`config.mk`:
```
export PLATFORM = sky130hd
export DESIGN_NAME = drr_refresh_ctrl
export DESIGN_NICKNAME = d
export VERILOG_FILES = /design/src/logic/drr_pkg.sv /design/src/logic/drr_refresh_ctrl.sv
export SDC_FILE = /design/constraint.sdc
export NUM_CORES = 1
export LEC_CHECK = 0
export ABC_AREA = 1
export BUFFER_PORTS_ARGS = -buffer_cell sky130_fd_sc_hd__buf_2
export CAP_MARGIN = 20
export CORE_MARGIN = 2
export CORE_UTILIZATION = 35
export CTS_CLUSTER_SIZE = 8
export DETAILED_ROUTE_END_ITERATION = 8
export GPL_TIMING_DRIVEN = 0
export PLACE_DENSITY = 0.52
export SLEW_MARGIN = 10
export SYNTH_ARGS = -nofsm -noshare
export SYNTH_HDL_FRONTEND = slang
export SYNTH_SLANG_ARGS = --single-unit
```
`constraint.sdc`:
```
create_clock -name clk_sys -period 1.6 [get_ports clk_sys]
set_clock_uncertainty 0.15 [all_clocks]
set_input_delay 0.08 -clock clk_sys [delete_from_list [all_inputs] [get_ports clk_sys]]
set_output_delay 0.08 -clock clk_sys [all_outputs]
set_load 0.02 [all_outputs]
```
`src/logic/drr_pkg.sv`:
```
// Package for the DRAM refresh and self-refresh control block.
// Assumes a single 20 MHz system clock; timings given in ns.
package drr_pkg;
    // Clock
    localparam int CLK_PERIOD_NS = 50;
    // Timing figures in ns (plain defaults)
    localparam int REFRESH_CYCLE_NS      = 160;
    localparam int CKE_MIN_PULSE_NS      = 5000;
    localparam int SR_EXIT_DELAY_NS      = 170;
    localparam int SR_EXIT_DLL_NS        = 25600;
    localparam int INT_REFRESH_PERIOD_NS = 3900;
    // Cycle counts: least times round up
    localparam int REFRESH_CYCLES  =
        (REFRESH_CYCLE_NS + CLK_PERIOD_NS - 1) / CLK_PERIOD_NS;
    localparam int CKE_MIN_CYCLES  =
        (CKE_MIN_PULSE_NS + CLK_PERIOD_NS - 1) / CLK_PERIOD_NS;
    localparam int SR_EXIT_CYCLES  =
        (SR_EXIT_DELAY_NS + CLK_PERIOD_NS - 1) / CLK_PERIOD_NS;
    localparam int SR_DLL_CYCLES   =
        (SR_EXIT_DLL_NS + CLK_PERIOD_NS - 1) / CLK_PERIOD_NS;
    // Longest time: rounds down
    localparam int INT_REF_CYCLES  = INT_REFRESH_PERIOD_NS / CLK_PERIOD_NS;
    // Counter widths
    localparam int TMR_W = 16;
    localparam int ROW_W = 15;
    localparam logic [ROW_W-1:0] ROW_RESET = 15'h0000;
    // Device states, one-hot
    typedef enum logic [3:0] {
        ST_IDLE    = 4'h1,
        ST_REFRESH = 4'h2,
        ST_SELF    = 4'h4,
        ST_EXIT    = 4'h8
    } drr_state_t;
endpackage

```
`src/logic/drr_refresh_ctrl.sv`:
```
// Refresh and self-refresh control inside the DRAM device.
// Assumes the controller keeps its timing and command-order duties;
// command pins are synchronous to clk_sys.
//
// How it works
// - CS, RAS, CAS low, WE high with CKE high decodes auto refresh.
// - Refresh rows come from the internal counter; address and bank ignored.
// - Refresh completion leaves every bank precharged and idle.
// - Same pins with CKE low decode self-refresh entry.
// - In self-refresh only CKE and reset are heeded.
// - DLL goes off on self-refresh entry, on with reset at exit.
// - One internal refresh within cke_min_pulse; stay at least that long.
// - Exit is CKE rising alone, no NOP decoded; exit delays gate ready flags.
`timescale 1ns/1ps
module drr_refresh_ctrl #(
    parameter int CKE_MIN = drr_pkg::CKE_MIN_CYCLES,
    parameter int DLL_DLY = drr_pkg::SR_DLL_CYCLES
) (
    // Clock and reset
    input  wire logic                     clk_sys,
    input  wire logic                     srst,
    // Command pins
    input  wire logic                     cke,
    input  wire logic                     cs_n,
    input  wire logic                     ras_n,
    input  wire logic                     cas_n,
    input  wire logic                     we_n,
    input  wire logic                     odt,
    // Refresh row output to the array
    output logic [drr_pkg::ROW_W-1:0]     refresh_row,
    output logic                          refresh_strobe,
    // Status
    output logic                          banks_idle,
    output logic                          in_self_refresh,
    output logic                          dll_enable,
    output logic                          dll_reset,
    output logic                          odt_active,
    output logic                          cmd_ready,
    output logic                          dll_cmd_ready
);
    drr_pkg::drr_state_t state;
    drr_pkg::drr_state_t next_state;
    logic [drr_pkg::TMR_W-1:0] tmr;
    logic [drr_pkg::TMR_W-1:0] sr_tmr;
    logic [drr_pkg::TMR_W-1:0] dll_tmr;
    logic                      sr_refreshed;
    logic                      cmd_ref;
    logic                      cmd_sre;
    logic                      cke_q;

    // Shared decode for the two refresh encodings
    function automatic logic ref_code(input logic c, r, a, w);
        return !c && !r && !a && w;
    endfunction

    // Command decode, ignored outside idle
    assign cmd_ref = (state == drr_pkg::ST_IDLE) && cke && cke_q &&
                     ref_code(cs_n, ras_n, cas_n, we_n);
    assign cmd_sre = (state == drr_pkg::ST_IDLE) && !cke && cke_q &&
                     ref_code(cs_n, ras_n, cas_n, we_n);

    // Previous CKE, needed to spot its edges
    always_ff @(posedge clk_sys) begin
        if (srst) cke_q <= 1'b0;
        else      cke_q <= cke;
    end

    // Next state; self-refresh only leaves on CKE
    always_comb begin
        next_state = state;
        case (state)
            drr_pkg::ST_IDLE: begin
                if (cmd_ref)      next_state = drr_pkg::ST_REFRESH;
                else if (cmd_sre) next_state = drr_pkg::ST_SELF;
            end
            drr_pkg::ST_REFRESH: begin
                if (tmr == drr_pkg::TMR_W'(1))
                    next_state = drr_pkg::ST_IDLE;
            end
            drr_pkg::ST_SELF: begin
                // Early CKE rise is held off until the minimum stay ends
                if (cke && sr_tmr == '0 && sr_refreshed)
                    next_state = drr_pkg::ST_EXIT;
            end
            drr_pkg::ST_EXIT: begin
                if (tmr == drr_pkg::TMR_W'(1))
                    next_state = drr_pkg::ST_IDLE;
            end
            default: next_state = drr_pkg::ST_IDLE;
        endcase
    end

    always_ff @(posedge clk_sys) begin
        if (srst) state <= drr_pkg::ST_IDLE;
        else      state <= next_state;
    end

    // Busy timer for refresh cycle and exit delay
    always_ff @(posedge clk_sys) begin
        if (srst)
            tmr <= '0;
        else if (cmd_ref)
            tmr <= drr_pkg::TMR_W'(drr_pkg::REFRESH_CYCLES);
        else if (state == drr_pkg::ST_SELF &&
                 next_state == drr_pkg::ST_EXIT)
            tmr <= drr_pkg::TMR_W'(drr_pkg::SR_EXIT_CYCLES);
        else if (tmr != '0)
            tmr <= tmr - drr_pkg::TMR_W'(1);
    end

    // Self-refresh residency and first internal refresh flag
    always_ff @(posedge clk_sys) begin
        if (srst) begin
            sr_tmr       <= '0;
            sr_refreshed <= 1'b0;
        end else if (cmd_sre) begin
            sr_tmr       <= drr_pkg::TMR_W'(CKE_MIN);
            sr_refreshed <= 1'b0;
        end else if (state == drr_pkg::ST_SELF) begin
            if (sr_tmr != '0) sr_tmr <= sr_tmr - drr_pkg::TMR_W'(1);
            if (refresh_strobe) sr_refreshed <= 1'b1;
        end
    end

    // Internal refresh timer in self-refresh; first one fires at once.
    // Reload is one short because the zero cycle counts in the period.
    logic [drr_pkg::TMR_W-1:0] int_tmr;
    always_ff @(posedge clk_sys) begin
        if (srst || state != drr_pkg::ST_SELF)
            int_tmr <= '0;
        else if (int_tmr == '0)
            int_tmr <= drr_pkg::TMR_W'(drr_pkg::INT_REF_CYCLES - 1);
        else
            int_tmr <= int_tmr - drr_pkg::TMR_W'(1);
    end

    // Row counter advances on every refresh, external address unused
    always_ff @(posedge clk_sys) begin
        if (srst) begin
            refresh_row    <= drr_pkg::ROW_RESET;
            refresh_strobe <= 1'b0;
        end else begin
            refresh_strobe <= cmd_ref ||
                (state == drr_pkg::ST_SELF && int_tmr == '0);
            if (refresh_strobe)
                refresh_row <= refresh_row + drr_pkg::ROW_W'(1);
        end
    end

    // DLL off in self-refresh, reset pulse and relock delay on exit
    always_ff @(posedge clk_sys) begin
        if (srst) begin
            dll_enable <= 1'b1;
            dll_reset  <= 1'b0;
            dll_tmr    <= '0;
        end else begin
            dll_reset <= 1'b0;
            if (cmd_sre) begin
                dll_enable <= 1'b0;
                dll_tmr    <= '0;
            end else if (state == drr_pkg::ST_SELF &&
                         next_state == drr_pkg::ST_EXIT) begin
                dll_enable <= 1'b1;
                dll_reset  <= 1'b1;
                dll_tmr    <= drr_pkg::TMR_W'(DLL_DLY);
            end else if (dll_tmr != '0) begin
                dll_tmr <= dll_tmr - drr_pkg::TMR_W'(1);
            end
        end
    end

    // Status outputs
    always_ff @(posedge clk_sys) begin
        if (srst) begin
            banks_idle      <= 1'b1;
            in_self_refresh <= 1'b0;
            odt_active      <= 1'b0;
        end else begin
            banks_idle      <= (next_state != drr_pkg::ST_REFRESH);
            in_self_refresh <= (next_state == drr_pkg::ST_SELF);
            // Termination is dropped whenever self-refresh is involved
            odt_active      <= odt && next_state == drr_pkg::ST_IDLE &&
                               !cmd_sre;
        end
    end

    assign cmd_ready     = (state == drr_pkg::ST_IDLE);
    assign dll_cmd_ready = cmd_ready && dll_tmr == '0 && dll_enable;
endmodule // drr_refresh_ctrl

```
==> flow_summary_export.csv <==
group,metric,value,unit
placed_design,gp_congestion,0.833,
critical_path,crit_type,"flip-flop to output port",
finish,drive_gt1_share,32.3,%
placed_design,placement.io_buffers,30,
critical_path,rr_startpoint,"sr_tmr[2]",
power_and_ir_drop,combPwrFrac,36.1,%
critical_path,start_kind,"flip-flop",
run,drv_cap,0,
finish,design_area,6480,um^2
outcome,outcome,"complete, but fails checks",
critical_path,reg2reg_slack,0,ns
detailed_routing,wl_per_cell,12.8,um
synth,synth.avg_cell_area,7.00,um^2
clocking,clockBufferDepth,2,
sta,hold_viol_final,0,
synth,syn-instance-count,682,
sta,hold_ws,0.0519,ns
global_route,grt_use_met2,27.2,%
synth,ys_seq_area_share,38.1,%
sta,worst_pin_slew,0.597,ns
global_route,overflow,0,
sta,timing.final.crit_share,105,%
global_route,grt_pass1_wl,19.4,mm
finish,diodes,0,
detailed_routing,drt_pass1_iterations,5,
critical_path,endpoint_kind,"output port",
global_route,gr-usage-met3,3.02,%
detailed_routing,routed_wl,12.3,mm
synth,postSynthNetCount,698,
power_and_ir_drop,p_int,5.37,mW
clocking,cts_buffers,9,
sta,maxSlewViolCount,0,
clocking,root_buffer,"clkbuf_16",
sta,fmax,0.598,GHz
placed_design,dp.cells,888,
synth,yosys_register_bits,91,
die,start_util,35.9,%
global_route,grt_usage,16.5,%
critical_path,rr_worst_depth,10,
finish,final_nets,791,
worst_hold_path,worstHoldEndpoint,"refresh_row[10]",
critical_path,required,1.37,ns
clocking,cts_tree,"done",
worst_hold_path,holdPathStages,4,
synth,syn_area,4780,um^2
detailed_routing,route.detailed.drc,0,
critical_path,worstReg2RegEnd,"sr_tmr[0]",
power_and_ir_drop,p_sw_share,35.7,%
finish,most-common-layout-cells,"nand2_1, nor2_1, dfxtp_1",
sta,tns,-0.0724,ns
clocking,cts.sinks,91,
placed_design,post-dp-hpwl,8.03,mm
die,rows,42,
sta,setup_viol,1,
die,design.core.area,13300,um^2
sta,layout_setup_ws,-0.0724,ns
detailed_routing,ant_nets,0,
global_route,antenna_found_initial,0,
finish,final_cells,956,
detailed_routing,first_iter_violations,195,
detailed_routing,vias,4548,
worst_hold_path,hp-start,"srst",
finish,post-route-util,48.7,%
power_and_ir_drop,irDropWorstVdd,0.570,mV
finish,syn_to_final_growth,35.6,%
sta,slew_headroom,60.2,%
die,die_y,121,um
power_and_ir_drop,p_switching,2.98,mW
sta,rsz0062_at_grt,"yes",
global_route,grt_use_met1,20.9,%
finish,mostFrequentLayoutCell,"nand2_1",
sta,period_minus_slack,1.67,ns
outcome,failed_checks,"negative setup slack",
clocking,clk_pin_slew,0.06,ns
global_route,grt_max_degree,16,
power_and_ir_drop,leakagePower,2.98,nW
clocking,htree_levels,3,
die,die-width,121,um
global_route,grt-busiest-layer,"met2",
power_and_ir_drop,clock_power_share,30.1,%
global_route,grt_pass1_vias,4272,
synth,ys_types,38,
critical_path,crit_arrival,1.44,ns
power_and_ir_drop,seqPwrFrac,33.8,%
die,io_pins,31,
worst_hold_path,hp-class,"input pin to flip-flop",
detailed_routing,vias_per_cell,4.76,
critical_path,cp-startpoint,"dll_tmr[0]",
placed_design,place_area,5150,um^2
clocking,clk_latency,0.36,ns
die,die-area,14600,um^2
synth,yosysWarnings,0,
power_and_ir_drop,pwr_density_cell,1290,nW/um^2
critical_path,worstPathMaxFanout,4,
==> critical path, cell delays in order (launching register included) <==
cell,delay (ns)
dfxtp_2,0.34
inv_2,0.08
ha_4,0.16
nand4_1,0.16
nor4_2,0.16
buf_2,0.20
==> Yosys cell counts, drive strengths merged <==
cell	count	area, um^2
nor4	1	6.26
nand4	18	128
clkinv	1	5.00
o31ai	1	7.51
nand3	29	178
nor2	150	658
dfxtp	91	1820
o21ai	18	93.8
buf	8	85.1
o21a	2	15.0
xor2	20	175
nor3	18	100
clkbuf	2	7.51
nand2	166	653
inv	75	284
or2	3	18.8
ha	8	100
a21oi	47	235
xnor2	20	175
nand3b	1	7.51
and3	1	6.26
o211ai	1	7.51
nor3b	1	7.51
==> sequential cells by signal, indices dropped and copies added, names as in the netlist <==
name             flops
refresh_row         15
tmr                 16
banks_idle           1
dll_tmr             16
refresh_strobe       1
odt_active           1
dll_reset            1
sr_tmr              16
in_self_refresh      1
sr_refreshed         1
state                4
dll_enable           1
int_tmr             16
cke_q                1
==> routing by layer <==
| layer | wire length (um) | part of all wire (%) |
|---|---|---|
| met1 | 5770 | 47 |
| met4 | 260 | 2.1 |
| met2 | 5930 | 48 |
| met5 | 0 | 0 |
| met3 | 319 | 2.6 |
==> timing repair <==
item	in CTS	in global routing
endpoints found under the hold margin	5	0
buffers inserted	20	21
resized for setup	46	116
gates cloned	1	4
endpoints found under the setup margin	64	74
pin swaps	10	35
hold buffers	7	0
==> final cells by class <==
cell class                      count  area, um^2
Buffer                             10         114
Clock buffer                       10         239
Clock inverter                      6         111
Fill cell                        1321        6820
Inverter                           76         302
Multi-Input combinational cell    505        2980
Sequential cell                    91        1870
Tap cell                          176         220
Timing Repair Buffer               82         642
==> how the worst max path moves through the flow <==
| stage | end | slack (ns) | cells past startpoint |
|---|---|---|---|
| global placement | dll_tmr[3] | -0.23 | 8 |
| CTS | dll_cmd_ready | -0.09 | 7 |
| global route | dll_cmd_ready | -0.16 | 4 |
| detailed placement | dll_tmr[3] | -0.23 | 8 |
| finish | dll_cmd_ready | -0.07 | 5 |
| floorplan | refresh_row[10] | 0.01 | 8 |
==> power by group through the flow <==
stage / Sequential [mW] / Clock [mW] / Combinational (mW)
after floorplan: 2.78 / 0 / 2.16
after CTS: 2.81 / 2.58 / 2.79
after detailed placement: 2.84 / 0 / 2.58
after global routing: 2.85 / 2.67 / 3.43
final: 2.82 / 2.51 / 3.01
after global placement: 2.84 / 0 / 2.55
==> kinds of logic (layout without fill, tap and decap cells) <==
logic type / Yosys count / in the layout / share of synthesized area (%)
fa+ha+maj: 8 / 8 / 2.10
xor+xnor: 40 / 40 / 7.34
flops: 91 / 91 / 38.1
buf+inv: 86 / 184 / 7.99
simple gates: 388 / 388 / 36.9
compound gates: 69 / 69 / 7.52
==> stage by stage <==
| step | setup slack [ns] | total power [mW] |
|---|---|---|
| after floorplan | 0.00955 | 4.93 |
| after global placement | -0.233 | 5.39 |
| after detailed placement | -0.230 | 5.42 |
| after CTS | -0.0934 | 8.17 |
| after global routing | -0.162 | 8.95 |
| final | -0.0724 | 8.34 |
No activity file was read; power rests on OpenSTA's default activity.
